[src/pkg/cmw_consts.svh]
// Purpose: offsets, field positions, masks and reset values of the card memory window bank
// Assumes: byte-wide registers, legacy offset in the low byte of the config offset
// Notes:   definitions only, no logic
`ifndef CMW_CONSTS_SVH
`define CMW_CONSTS_SVH

// legacy indexed offsets of every register in the bank
`define CMW_OFF_W3_OFF_LOW   8'h2C
`define CMW_OFF_W3_OFF_HIGH  8'h2D
`define CMW_OFF_EXT_INDEX    8'h2E
`define CMW_OFF_EXTENDED_DATA     8'h2F
`define CMW_OFF_W4_STA_LOW   8'h30
`define CMW_OFF_W4_STA_HIGH  8'h31
`define CMW_OFF_W4_END_LOW   8'h32
`define CMW_OFF_W4_END_HIGH  8'h33
`define CMW_OFF_W4_OFF_LOW   8'h34
`define CMW_OFF_W4_OFF_HIGH  8'h35

// first offset and count of the contiguous bank
`define CMW_REG_FIRST        8'h2C
`define CMW_REG_COUNT        10

// config offsets are 0x8nn; upper nibble of the 12-bit offset
`define CMW_PCI_PAGE         4'h8

// writable-bit masks; zero bits are reserved and read 0
`define CMW_MASK_FULL        8'hFF
`define CMW_MASK_STA_HIGH    8'h8F
`define CMW_MASK_END_HIGH    8'h0F

// every field clears on reset
`define CMW_RESET_BYTE       8'h00

// field positions
`define CMW_BIT_WPROT        7
`define CMW_BIT_SPACE        6
`define CMW_BIT_WIDTH16      7
`define CMW_OAH_MSB          5
`define CMW_SEH_MSB          3

`endif

[src/pkg/cmw_pkg.sv]
// Purpose: types shared by the card memory window bank and its users
// Assumes: cmw_consts.svh gives the numbers
// Notes:   requests and answers travel as packed structs
package cmw_pkg;

	typedef logic [3:0] cmw_idx_t;     // index into the bank

	// config-offset access request
	typedef struct packed {
		logic        req;                // one-cycle request strobe
		logic        write;              // 1 write, 0 read
		logic [11:0] addr;               // config offset
		logic [7:0]  wdata;              // write byte
	} cmw_preq_s;

	// legacy indexed access request
	typedef struct packed {
		logic        req;                // one-cycle request strobe
		logic        write;              // 1 write, 0 read
		logic [7:0]  offset;             // legacy offset
		logic [7:0]  wdata;              // write byte
	} cmw_lreq_s;

	// answer, one cycle after the request
	typedef struct packed {
		logic        valid;              // answer strobe
		logic        hit;                // offset was mapped
		logic [7:0]  rdata;              // read byte, 0 for writes and misses
	} cmw_resp_s;

	// window 3 settings seen by the decode datapath
	typedef struct packed {
		logic        writeProtect;       // 1 protect
		logic        spaceSelect;        // 1 attribute, 0 common
		logic [13:0] offset;             // {A25..A20, low byte}
	} cmw_win3_s;

	// window 4 settings seen by the decode datapath
	typedef struct packed {
		logic        dataWidth16;        // 1 16-bit, 0 8-bit
		logic [11:0] start;              // {A23..A20, low byte}
		logic [11:0] stop;               // {A23..A20, low byte}
		logic        writeProtect;       // 1 protect
		logic        spaceSelect;        // 1 attribute, 0 common
		logic [13:0] offset;             // {A25..A20, low byte}
	} cmw_win4_s;

endpackage : cmw_pkg

[src/cmw_card_memory_window_regs.sv]
// Purpose: register bank for card memory window 3 and 4 and the extended index/data pair
// Assumes: one request per port per cycle; both ports share the storage
// Notes:   answers come one cycle after the request; config port wins a same-cycle clash
// How it works
// window 3 bit 7 enables write protect
// window 3 bit 6 picks attribute or common
// window 3 bits 5:0 give offset A25..A20
// extended index is an eight-bit read/write byte
// extended data byte carries selected extended register
// host avoids memory-space access to extended pair
// window 4 start low byte holds start A19..A12
// window 4 start-high bit 7 selects 16-bit width
// window 4 start-high bits 3:0 give A23..A20
// reserved start/end high bits read zero
// window 4 end low byte holds end low
// window 4 end-high bits 3:0 give A23..A20
// window 4 offset low byte holds offset low
// window 4 offset high mirrors window 3 layout
// window 3 offset low byte holds offset low
// reset clears every field to zero
// both offset paths reach identical register contents
`timescale 1ns/1ps
`include "cmw_consts.svh"

module cmw_card_memory_window_regs (
	input  wire logic       clk_sys,
	input  wire logic       rst_n,
	input  wire cmw_pkg::cmw_preq_s pciReq,
	output cmw_pkg::cmw_resp_s      pciResp,
	input  wire cmw_pkg::cmw_lreq_s legReq,
	output cmw_pkg::cmw_resp_s      legResp,
	output cmw_pkg::cmw_win3_s      win3Cfg,
	output cmw_pkg::cmw_win4_s      win4Cfg,
	output logic      [7:0] extIndex,
	output logic      [7:0] extData,
	output logic            extDataWrite
);
	import cmw_pkg::*;

	localparam int NREG = `CMW_REG_COUNT;

	// bank positions, derived from the offsets
	localparam cmw_idx_t I_W3OL = 4'(`CMW_OFF_W3_OFF_LOW  - `CMW_REG_FIRST);
	localparam cmw_idx_t I_W3OH = 4'(`CMW_OFF_W3_OFF_HIGH - `CMW_REG_FIRST);
	localparam cmw_idx_t I_EXTI = 4'(`CMW_OFF_EXT_INDEX   - `CMW_REG_FIRST);
	localparam cmw_idx_t I_EXTD = 4'(`CMW_OFF_EXTENDED_DATA    - `CMW_REG_FIRST);
	localparam cmw_idx_t I_W4SL = 4'(`CMW_OFF_W4_STA_LOW  - `CMW_REG_FIRST);
	localparam cmw_idx_t I_W4SH = 4'(`CMW_OFF_W4_STA_HIGH - `CMW_REG_FIRST);
	localparam cmw_idx_t I_W4EL = 4'(`CMW_OFF_W4_END_LOW  - `CMW_REG_FIRST);
	localparam cmw_idx_t I_W4EH = 4'(`CMW_OFF_W4_END_HIGH - `CMW_REG_FIRST);
	localparam cmw_idx_t I_W4OL = 4'(`CMW_OFF_W4_OFF_LOW  - `CMW_REG_FIRST);
	localparam cmw_idx_t I_W4OH = 4'(`CMW_OFF_W4_OFF_HIGH - `CMW_REG_FIRST);

	// legacy offset to {hit, index}; used for both ports
	function automatic logic [4:0] offsetDecode(input logic [7:0] off);
		logic [7:0] rel;
		logic       inRange;
		rel     = off - `CMW_REG_FIRST;
		inRange = (off >= `CMW_REG_FIRST) && (rel < 8'(NREG));
		offsetDecode = {inRange, rel[3:0]};
	endfunction : offsetDecode

	// writable mask of a bank position; reserved bits stay zero
	function automatic logic [7:0] maskOf(input int pos);
		logic [7:0] m;
		m = `CMW_MASK_FULL;
		if (pos == int'(I_W4SH)) begin
			m = `CMW_MASK_STA_HIGH;
		end else if (pos == int'(I_W4EH)) begin
			m = `CMW_MASK_END_HIGH;
		end
		maskOf = m;
	endfunction : maskOf

	logic       pciHit;     // config offset mapped
	logic       legHit;     // legacy offset mapped
	cmw_idx_t   pciIdx;     // config target
	cmw_idx_t   legIdx;     // legacy target
	logic       pciWr;      // mapped config write
	logic       legWr;      // mapped legacy write
	logic [7:0] regVal [NREG];  // bank contents

	// address decode for both ports
	always_comb begin
		logic [4:0] pd;
		logic [4:0] ld;
		pd = offsetDecode(pciReq.addr[7:0]);
		ld = offsetDecode(legReq.offset);
		// the extended pair has no config offset; such accesses miss
		pciHit = pd[4] && (pciReq.addr[11:8] == `CMW_PCI_PAGE)
			&& (pd[3:0] != I_EXTI) && (pd[3:0] != I_EXTD);
		pciIdx = pd[3:0];
		legHit = ld[4];
		legIdx = ld[3:0];
		pciWr  = pciReq.req && pciReq.write && pciHit;
		legWr  = legReq.req && legReq.write && legHit;
	end

	// one shared store per register, so both paths agree by construction
	for (genvar g = 0; g < NREG; g++) begin : g_bank
		logic       wrEn;    // either port writes here
		logic [7:0] wrData;  // resolved byte
		// config port takes priority when both hit the same byte
		always_comb begin
			wrEn   = (pciWr && (pciIdx == 4'(g))) || (legWr && (legIdx == 4'(g)));
			wrData = (pciWr && (pciIdx == 4'(g))) ? pciReq.wdata : legReq.wdata;
		end
		cmw_byte_reg #(
			.WMASK (maskOf(g))
		) u_reg (
			.clk_sys (clk_sys),
			.rst_n   (rst_n),
			.wrEn    (wrEn),
			.wrData  (wrData),
			.value   (regVal[g])
		);
	end

	cmw_resp_s next_pciResp;      // config answer
	cmw_resp_s next_legResp;      // legacy answer
	logic      next_extDataWrite; // extended data strobe

	// answers: read returns contents before any same-cycle write
	always_comb begin
		next_pciResp       = '0;
		next_legResp       = '0;
		next_pciResp.valid = pciReq.req;
		next_pciResp.hit   = pciHit;
		next_legResp.valid = legReq.req;
		next_legResp.hit   = legHit;
		// misses and writes answer zero
		if (pciReq.req && !pciReq.write && pciHit) begin
			next_pciResp.rdata = regVal[pciIdx];
		end
		if (legReq.req && !legReq.write && legHit) begin
			next_legResp.rdata = regVal[legIdx];
		end
		// tells the extended bank a new data byte arrived
		next_extDataWrite = legWr && (legIdx == I_EXTD);
	end

	// answer registers
	always_ff @(posedge clk_sys) begin
		if (!rst_n) begin
			pciResp      <= '0;
			legResp      <= '0;
			extDataWrite <= 1'b0;
		end else begin
			pciResp      <= next_pciResp;
			legResp      <= next_legResp;
			extDataWrite <= next_extDataWrite;
		end
	end

	// extended pair, reachable only by legacy offset
	assign extIndex = regVal[I_EXTI];
	assign extData  = regVal[I_EXTD];

	// window 3 fields
	assign win3Cfg.writeProtect = regVal[I_W3OH][`CMW_BIT_WPROT];
	assign win3Cfg.spaceSelect  = regVal[I_W3OH][`CMW_BIT_SPACE];
	assign win3Cfg.offset = {regVal[I_W3OH][`CMW_OAH_MSB:0],
		regVal[I_W3OL]};

	// window 4 fields
	assign win4Cfg.dataWidth16 = regVal[I_W4SH][`CMW_BIT_WIDTH16];
	assign win4Cfg.start = {regVal[I_W4SH][`CMW_SEH_MSB:0],
		regVal[I_W4SL]};
	assign win4Cfg.stop = {regVal[I_W4EH][`CMW_SEH_MSB:0],
		regVal[I_W4EL]};
	assign win4Cfg.writeProtect = regVal[I_W4OH][`CMW_BIT_WPROT];
	assign win4Cfg.spaceSelect  = regVal[I_W4OH][`CMW_BIT_SPACE];
	assign win4Cfg.offset = {regVal[I_W4OH][`CMW_OAH_MSB:0],
		regVal[I_W4OL]};
endmodule : cmw_card_memory_window_regs

[src/cmw_byte_reg.sv]
// Purpose: one byte register with a writable mask
// Assumes: write enable and data already resolved by the bank
// Notes:   masked-off bits hold zero and so read zero
`timescale 1ns/1ps
`include "cmw_consts.svh"

module cmw_byte_reg #(
	parameter logic [7:0] WMASK = `CMW_MASK_FULL  // writable bits
) (
	input  wire logic       clk_sys,
	input  wire logic       rst_n,
	input  wire logic       wrEn,
	input  wire logic [7:0] wrData,
	output logic      [7:0] value
);
	import cmw_pkg::*;

	logic [7:0] next_value;   // value after this edge

	// masked load; reserved bits never take a one
	always_comb begin
		next_value = value;
		if (wrEn) begin
			next_value = wrData & WMASK;
		end
	end

	// register; synchronous clear
	always_ff @(posedge clk_sys) begin
		if (!rst_n) begin
			value <= `CMW_RESET_BYTE;
		end else begin
			value <= next_value;
		end
	end

endmodule : cmw_byte_reg

[config.mk]
export PLATFORM = sky130hd
export DESIGN_NAME = cmw_card_memory_window_regs
export DESIGN_NICKNAME = d
export VERILOG_FILES = /design/src/pkg/cmw_pkg.sv /design/src/cmw_card_memory_window_regs.sv /design/src/cmw_byte_reg.sv
export VERILOG_INCLUDE_DIRS = /design/src /design/src/pkg
export SDC_FILE = /design/constraint.sdc
export NUM_CORES = 1
export LEC_CHECK = 0
export BUFFER_PORTS_ARGS = -buffer_cell sky130_fd_sc_hd__buf_2
export CORE_MARGIN = 2
export CORE_UTILIZATION = 49
export CTS_CLUSTER_DIAMETER = 200
export DETAILED_ROUTE_END_ITERATION = 8
export PLACE_DENSITY_LB_ADDON = 0.15
export SKIP_CTS_REPAIR_TIMING = 1
export SKIP_LAST_GASP = 1
export SLEW_MARGIN = 0
export SYNTH_ARGS = -nofsm -noshare
export SYNTH_HDL_FRONTEND = slang
export SYNTH_SLANG_ARGS = --single-unit
[constraint.sdc]
create_clock -name clk_sys -period 2.9 [get_ports clk_sys]
set_input_delay 0.29 -clock clk_sys [delete_from_list [all_inputs] [get_ports clk_sys]]
set_output_delay 0.29 -clock clk_sys [all_outputs]
set_load 0.05 [all_outputs]
---- Yosys cells after proc, flatten, opt, wreduce, memory -nomap -nowiden ----
Index checks and enable logic that the tools add are counted.
storage, ports and cells
  bits of input ports ..................... 42
  bits in registers ....................... 94
  word-level logic and storage cells ...... 113
  output and inout port bits .............. 94
operators by class
  bitwise logic cells ..................... 2
  reductions and logical operators ........ 49
  muxes and demuxes ....................... 16
  equal/unequal tests ..................... 21
  $lt $le $gt $ge ......................... 6
  add/subtract/negate cells ............... 2
operators by type and width
  cell                                                                                 count
  8-bit two-way mux                                                                    13
  8-bit binary-select mux with 4-bit select                                            2
  1-bit logical AND                                                                    33
  4-bit by 3-bit == test with 1-bit output, second input constant                      8
  4-bit == test, second input constant                                                 5
  4-bit by 2-bit == test with 1-bit output, second input constant                      4
  8-bit by 6-bit greater-or-equal comparator with 1-bit output, second input constant  2
  8-bit by 4-bit less-than comparator with 1-bit output, second input constant         2
  8-bit by 6-bit subtractor with 8-bit output, second input constant                   2
  5-bit greater-or-equal comparator, second input constant                             2
  1-bit logical OR                                                                     10
  4-bit NOT with 5-bit output                                                          2
  4-bit by 1-bit == test with 1-bit output, second input constant                      2
  4-bit logical NOT                                                                    2
  4-bit by 2-bit inequality test with 1-bit output, second input constant              2
  4-bit two-way mux                                                                    1
  2-bit AND reduction                                                                  2
  1-bit logical NOT                                                                    2

---- Logic depth before layout (Yosys ltp) ----
Gate-level depths: netlist (run 1).
  depth in word-level cells ............... 9
  depth in mapped cells ................... 9
  depth with buffers taken out ............ 7

---- Modules after synthesis ----
A second synthesis (run 1) with hierarchy kept.
unflattened totals
  cell total of the unflattened synthesis .. 589
  area total of the unflattened synthesis .. 6,152.2 µm²
modules (own cells, without submodules)
  module                               seq. area each (µm²)  instances  cells an instance  area each (µm²)
  cmw_card_memory_window_regs          420.4                 1          351                3,330.7
  cmw_byte_reg at g_bank[0].u_reg ...  160.2                 8          25                 301.5
  cmw_byte_reg at g_bank[5].u_reg      100.1                 1          20                 219.0
  cmw_byte_reg at g_bank[7].u_reg      80.1                  1          18                 190.2

---- Least setup slack after synthesis (run 1) ----
No wires, ideal clock.
  kind .................................... input-to-reg
  from .................................... input pciReq[10] (netlist name)
  to ...................................... register g_bank[4].u_reg.value[0]
  path buffers ............................ 1
  arrival time ............................ 2,389 ps
  path slack .............................. 383 ps
  cell stages on the path ................. 8
  cells stage by stage .................... clkbuf_1 inv_2 ha_1 or4b_1 a2111oi_0 nand4_1 o21ai_0 a21oi_1
between the ends
  word-level cells in the longest chain between the ends .. 9
  elaborated cells between the ends (all ways) .. 14
  those cells by class .................... 1 x add/sub; 2 x order compare; 3 x eq/ne; 1 x mux; 7 x reduce/logical
RTL lines
  item                                                          RTL line                                                                RTL
  start, declared                                               cmw_card_memory_window_regs.sv:28                                       input wire cmw_pkg::cmw_preq_s pciReq,
  8-bit by 6-bit subtractor with 8-bit output (no source line)  n/a
  8-bit by 4-bit less-than comparator with 1-bit output         cmw_card_memory_window_regs.sv:59                                       inRange = (off >= `CMW_REG_FIRST) && (rel < 8'(NREG));
  1-bit logical AND                                             cmw_card_memory_window_regs.sv:59
  1-bit logical AND (3 in series)                               cmw_card_memory_window_regs.sv:90                                       pciHit = pd[4] && (pciReq.addr[11:8] == `CMW_PCI_PAGE)
  1-bit logical AND                                             cmw_card_memory_window_regs.sv:95                                       pciWr = pciReq.req && pciReq.write && pciHit;
  1-bit logical AND *                                           cmw_card_memory_window_regs.sv:105, cmw_card_memory_window_regs.sv:106
  8-bit two-way mux or 1-bit logical OR (tied branches)         cmw_card_memory_window_regs.sv:106, cmw_card_memory_window_regs.sv:105
  end signal, assigned                                          cmw_byte_reg.sv:31                                                      value <= `CMW_RESET_BYTE;
  end signal, assigned                                          cmw_byte_reg.sv:33                                                      value <= next_value;
  end, declared                                                 cmw_byte_reg.sv:14                                                      output logic [7:0] value
Every way passes the cells marked *; elsewhere a longest branch is shown, timed or not.
A chain may end at the register's enable or synchronous reset.

---- Worst setup path after layout (run 1) ----
  from .................................... input pciReq[10] (netlist name)
  to ...................................... register g_bank[0].u_reg.value[7]
between the ends
  word-level cells in the longest chain between the ends .. 9
  elaborated cells between the ends (all ways) .. 14
  those cells by class .................... 1 x add/sub; 2 x order compare; 2 x eq/ne; 1 x mux; 8 x reduce/logical
RTL lines
  item                                                          RTL line
  8-bit by 6-bit subtractor with 8-bit output (no source line)  n/a
  8-bit by 4-bit less-than comparator with 1-bit output         cmw_card_memory_window_regs.sv:59
  1-bit logical AND                                             cmw_card_memory_window_regs.sv:59
  1-bit logical AND (3 in series)                               cmw_card_memory_window_regs.sv:90
  1-bit logical AND                                             cmw_card_memory_window_regs.sv:95
  1-bit logical AND *                                           cmw_card_memory_window_regs.sv:105, cmw_card_memory_window_regs.sv:106
  8-bit two-way mux or 1-bit logical OR (tied branches)         cmw_card_memory_window_regs.sv:106, cmw_card_memory_window_regs.sv:105
  end signal, assigned                                          cmw_byte_reg.sv:31
  end signal, assigned                                          cmw_byte_reg.sv:33
  end, declared                                                 cmw_byte_reg.sv:14
Marks and branches as above.

==> results of run 1 <==
-- layer usage --
metal / vias up / GRT usage, % / part of all wire, %
met1: 2353 / 40.0 / 44
met5: - / 0 / 0
met3: 21 / 4.90 / 7.5
met4: 0 / 9.16 / 1.4
met2: 224 / 46.7 / 47
li1: 2280 / - / -
-- area by class of cell --
cell class	instances	share of cell area, %
Sequential cell	94	29.1
Clock buffer	10	2.13
Inverter	4	0.232
Timing Repair Buffer	164	13.8
Clock inverter	4	0.755
Tap cell	140	2.71
Multi-Input combinational cell	393	51.2
-- flip-flops by register name, indices dropped and copies added (netlist names) --
| name | cells |
|---|---|
| legResp | 10 |
| extDataWrite | 1 |
| g_bank.u_reg.value | 73 |
| pciResp | 10 |
-- cell families after synthesis --
| group | Yosys count | share of synthesized area, % |
|---|---|---|
| AO/OA/AOI/OAI | 150 | 15.8 |
| buffers and inverters | 40 | 3.20 |
| flip-flops | 94 | 35.1 |
| AND/OR/NAND/NOR | 104 | 13.7 |
| multiplexers | 131 | 30.3 |
| adder cells (fa/ha/maj) | 8 | 1.87 |
-- critical path: stages --
cell,delay (ns)
buf_2,0.09
inv_2,0.04
ha_1,0.18
or4b_1,0.57
a211oi_2,0.24
and3_1,0.43
nand4_1,0.46
a21oi_1,0.29
-- worst paths after layout --
path,start,endpoint,slack [ns],depth (start not counted)
worst min register to register,g_bank[3].u_reg.value[2],g_bank[3].u_reg.value[2],0.55,2
worst max register to register,g_bank[5].u_reg.value[3],pciResp[3],1.37,4
worst max-delay path,pciReq[10],g_bank[0].u_reg.value[7],0.59,8
worst min-delay path,legReq[17],legResp[9],0.17,2
-- through the flow --
stage	utilization, %	std cells	setup slack [ns]	area (µm²)	power [µW]
5_1_grt	60.1	809	0.460	6460	2550
2_1_floorplan	-	527	0.383	5360	1500
6_report	60.1	809	0.594	6460	2450
4_1_cts	60.1	809	0.649	6460	2450
3_5_place_dp	58.4	795	0.279	6270	1610
3_3_place_gp	58.4	795	0.347	6270	1600
-- cells in the final DEF, fill, tap and decap left out, drive strengths merged, types with 2 or more instances in the layout --
cell type,instances
buf,164
mux2i,101
dfxtp,94
o21ai,58
a21oi,57
mux4,24
and2,21
nor2b,20
o22ai,17
nand2,11
clkbuf,10
nand4,9
nor2,8
ha,8
nor4,8
mux2,6
a22oi,6
nand3b,5
nand3,5
and3,5
nand4b,5
inv,4
clkinv,3
a211oi,2
or4,2
a2111oi,2
-- cells in the mapped netlist, types with 2 or more instances --
library cell  instances
a21oi_1              57
o22ai_1              17
and3_1                5
mux2i_1             100
nor2_1                8
nand4_1               9
inv_1                 2
a2111oi_0             2
nand3b_1              5
ha_1                  8
nand3_1               5
mux4_2               24
dfxtp_1              94
inv_2                 2
buf_1                15
nand2_1              11
and2_1               21
mux2_2                6
buf_6                 2
a211oi_2              2
clkbuf_1             14
o21ai_0              58
or4_1                 2
nand4b_1              5
nor4_4                7
nor2b_1              20
buf_2                 5
a22oi_1               6
-- where the power goes --
part | total, µW | internal [µW] | switching (µW) | leakage, µW
Sequential | 1290 | 1290 | 1.23 | 0.000757
Clock | 873 | 412 | 461 | 0.0000980
Combinational | 288 | 96.9 | 191 | 0.00182
==> impl_metrics.py, run 1 <==
metrics = {
    "drt": {
        "wl_um": 16700,
        "drt-initial-drc-count": 373,
        "num_vias": 4878,
        "drcViolationCount": 0,
        "drt_pass1_iterations": 5,
        "postRouteAntennaNets": 0,
        "wire_per_inst_um": 20.6,
        "via_per_inst": 6.03,
    },
    "place": {
        "portBuffers": 135,
        "dp_hpwl_um": 12800,
        "place.gp.congestion": 0.968,
    },
    "final_layout": {
        "multi_input_area_mm2": 0.00331,
        "final_layout_size_suffix_gt1_share_pct": 33.5,
        "antennaDiodeCount": 0,
        "area_delta_synth_final_pct": 20.5,
        "register_area_mm2": 0.00188,
        "fillers": 1012,
        "nets": 716,
    },
    "cts": {
        "cts.sinks": 94,
        "cts.clk_slew.worst_paths_ns": 0.10,
        "clock_latency_ns": 0.37,
        "cts_max_level": 3,
        "clockBufferDepth": 2,
        "root_buffer": "clkbuf_8",
        "numCtsBuffers": 9,
        "cts_tree": "yes",
    },
    "synthesis": {
        "synth_top_area_cell": "dfxtp_1",
        "synth_area_mm2": 0.00536,
        "synth_flop_cell": "dfxtp_1",
        "yosys_warnings": 0,
        "ys_seq_area_share_pct": 35.1,
        "syn_nets": 577,
        "async_flop_share_pct": 0,
        "yosys-top-cells-area": "dfxtp_1, mux2i_1, mux4_2, o21ai_0, a21oi_1",
        "syn_inst": 527,
        "synth_edf_count": 0,
        "post_synth_num_cell_types": 43,
        "synth_top_area_share_pct": 35.1,
        "avgSynthCellArea_um2": 10.2,
        "ys_seq_elements": 94,
    },
    "die": {
        "die-area_mm2": 0.0118,
        "ios": 136,
        "chipWidth_um": 109,
        "rows": 38,
        "start_util_pct": 49.9,
        "die_h_um": 109,
        "core_area_mm2": 0.0107,
    },
    "global_route": {
        "overflow": 0,
        "first_global_vias": 4671,
        "antenna_found_initial": 0,
        "grt_pass1_wl_um": 25900,
        "grt_usage_pct": 29.0,
        "grt_max_degree": 41,
    },
    "sta": {
        "period_minus_slack_ns": 2.31,
        "rsz0062_at_grt": "no",
        "drv_slew": 0,
        "whs_ns": 0.173,
        "setup_violations": 0,
        "fmax_mhz": 434,
        "hold_violations": 0,
        "fin_tns_setup_ns": 0,
        "max_slew_margin_pct": 55.8,
        "tightest_slew_ns": 0.662,
        "fin_crit_sh_pct": 79.5,
        "clock-skew-final_ns": 0.0133,
    },
    "worst_setup_path": {
        "arrival_ns": 2.60,
        "setup.worst_path.start_class": "input port",
        "endpoint_kind": "flip-flop",
        "crit_type": "in2reg",
        "crit_fanout": 10,
        "cp.required_ns": 3.20,
    },
    "flow_run": {
        "maxCapViolations": 0,
    },
    "outcome": {
        "status": "complete, no violations",
    },
    "worst_hold_path": {
        "min_path_type": "in2reg",
    },
    "power_and_ir_drop": {
        "powerDensity_mw_per_mm2": 380,
        "power.leakage_uw": 0.00268,
        "vdd_drop_max_mv": 0.173,
    },
}
Power figures use the tool's default switching activity.
==> run 2, diff against run 1 <==
==> constraint.sdc (replaced) <==
create_clock -name clk_sys -period 2.1 [get_ports clk_sys]
set_input_delay 0.21 -clock clk_sys [delete_from_list [all_inputs] [get_ports clk_sys]]
set_output_delay 0.21 -clock clk_sys [all_outputs]
set_load 0.05 [all_outputs]
==> run 2 against run 1 <==
Effect of this change:
- worst hold slack worse by 0.082 ns
- combinational power up 49%
- sequential power up 39%
- critical path type unchanged
- largest power group unchanged
==> impl_metrics.py, run 2 (synthesis gave the netlist of run 1 again) <==
metrics = {
    "sta": {
        "rsz0062_at_grt": "no",
        "hold_violations": 0,
        "worst_slack_ns": 0.247,
        "setup_violations": 0,
        "period_minus_slack_ns": 1.85,
        "fmax_mhz": 540,
        "clock-skew-final_ns": 0.0108,
        "drv_slew": 0,
        "tightest_slew_ns": 0.500,
        "max_slew_margin_pct": 66.2,
        "fin_crit_sh_pct": 88.3,
    },
    "global_route": {
        "grt_max_degree": 48,
        "overflow": 0,
        "first_global_vias": 4708,
        "grt_usage_pct": 28.8,
        "grt_pass1_wl_um": 25500,
        "antenna_found_initial": 0,
    },
    "power_and_ir_drop": {
        "p_clk_share_pct": 35.2,
        "vdd_drop_max_mv": 0.420,
        "p_sw_uw": 901,
        "sw_frac_of_total_pct": 26.3,
        "powerDensity_mw_per_mm2": 502,
        "power.internal_uw": 2520,
        "seqPwrFrac_pct": 52.2,
        "power.leakage_uw": 0.00284,
        "comb_power_share_pct": 12.6,
    },
    "worst_hold_path": {
        "min_path_type": "in2reg",
        "hold_end": "legResp[9]",
        "min_from": "legReq[17]",
        "min_path_cells": 2,
    },
    "die": {
        "ios": 136,
        "start_util_pct": 49.9,
        "die-area_mm2": 0.0118,
        "chipWidth_um": 109,
        "core_area_mm2": 0.0107,
        "die_h_um": 109,
        "rows": 38,
    },
    "final_layout": {
        "antennaDiodeCount": 0,
        "final_core_util_pct": 63.4,
        "final_layout_size_suffix_gt1_share_pct": 36.5,
        "area_delta_synth_final_pct": 27.1,
        "mostFrequentLayoutCells": "buf_2, mux2i_1, dfxtp_1",
        "multi_input_area_mm2": 0.00333,
        "mostFrequentLayoutCell": "buf_2",
        "fillers": 920,
        "nets": 745,
        "top_regs": "g_bank.u_reg.value (73), legResp (10), pciResp (10)",
        "register_area_mm2": 0.00188,
        "top_register": "g_bank.u_reg.value",
        "largest_register_ffs": 73,
    },
    "drt": {
        "wl_um": 16700,
        "wl_met2_um": 7840,
        "wire_per_inst_um": 20.0,
        "routed-wl-met3_um": 1580,
        "highest_layer": "met4",
        "drt_pass1_iterations": 6,
        "num_vias": 5024,
        "drt-initial-drc-count": 331,
        "postRouteAntennaNets": 0,
        "drcViolationCount": 0,
        "via_per_inst": 5.99,
        "wl_met1_um": 7010,
    },
    "worst_setup_path": {
        "crit_path_cell_trace": "buf_2 -> inv_4 -> ha_1 -> or4b_4 -> a211oi_4 -> and3_1 -> buf_4 -> nand4_1 -> buf_4 -> a21oi_1",
        "crit_top_cell": "buf_4",
        "crit_slowest_cell": "or4b_4",
        "reg2regPathDepth": 4,
        "r2r_setup_slack_ns": 0.55,
        "setup.worst_path.start_class": "input port",
        "regToRegStartpoint": "g_bank[0].u_reg.value[7]",
        "slowest_delay_ns": 0.53,
        "r2r_end": "legResp[7]",
        "crit_type": "in2reg",
        "endpoint_kind": "flip-flop",
        "arrival_ns": 2.14,
        "crit_fanout": 8,
        "cp.required_ns": 2.38,
    },
    "cts": {
        "numCtsBuffers": 9,
        "cts.clk_slew.worst_paths_ns": 0.09,
        "cts_max_level": 3,
        "root_buffer": "clkbuf_8",
        "clock_latency_ns": 0.37,
        "clockBufferDepth": 2,
        "cts_tree": "yes",
        "cts.sinks": 94,
    },
    "outcome": {
        "status": "complete, no violations",
    },
    "flow_run": {
        "maxCapViolations": 0,
    },
    "place": {
        "portBuffers": 135,
        "place_worst_setup_slack_ns": -0.0945,
        "place.gp.congestion": 0.971,
        "dp_hpwl_um": 13000,
    },
}
-- run 2: power by group through the flow --
stage | combinational, µW | sequential [µW] | clock, µW
after global placement | 416 | 1830 | 0
after CTS | 426 | 1790 | 1220
final | 430 | 1790 | 1200
after floorplan | 240 | 1840 | 0
after global routing | 460 | 1790 | 1280
after detailed placement | 424 | 1830 | 0
-- run 2: final cells by class --
type | count | area share, %
clock buffers | 11 | 2.07
well taps | 140 | 2.57
clock inverters | 4 | 0.698
flip-flops and latches | 94 | 27.6
multi-input cells | 393 | 48.8
inverters | 4 | 0.257
repair buffers | 193 | 18.0
-- run 2: routing by layer --
layer,up-vias,GRT usage (%)
li1,2332,-
met1,2410,38.3
met2,254,47.3
met3,28,5.56
met4,0,8.88
met5,-,0
-- run 2: through the flow --
| step | power [µW] | setup TNS [ns] | area, µm² | hold slack, ns | std cells |
|---|---|---|---|---|---|
| 4_1_cts | 3440 | 0 | 6820 | 0.0794 | 839 |
| 2_1_floorplan | 2080 | -0.0454 | 5400 | 0.346 | 527 |
| 3_3_place_gp | 2240 | -0.335 | 6630 | 0.459 | 824 |
| 6_report | 3420 | 0 | 6820 | 0.0913 | 839 |
| 3_5_place_dp | 2250 | -2.50 | 6630 | 0.468 | 824 |
| 5_1_grt | 3530 | 0 | 6820 | 0.118 | 839 |
-- run 2: worst max-delay path: cells and delay by family --
family | cells | cell delay (ns)
AND/OR/NAND/NOR | 3 | 0.89
adder cells (fa/ha/maj) | 1 | 0.18
buffers and inverters | 4 | 0.50
AO/OA/AOI/OAI | 2 | 0.36
-- run 2: how the worst max path moves through the flow --
stage                     startpoint                       end  slack [ns]  cells after the start
after floorplan           legReq[10]  g_bank[4].u_reg.value[7]      -0.007                      9
after global placement    pciReq[10]  g_bank[0].u_reg.value[2]       -0.03                     10
after detailed placement  pciReq[10]  g_bank[6].u_reg.value[7]       -0.09                     10
after CTS                 pciReq[10]  g_bank[1].u_reg.value[2]        0.28                     10
after global routing      pciReq[10]  g_bank[0].u_reg.value[7]        0.14                     10
final                     pciReq[10]  g_bank[1].u_reg.value[2]        0.25                     10
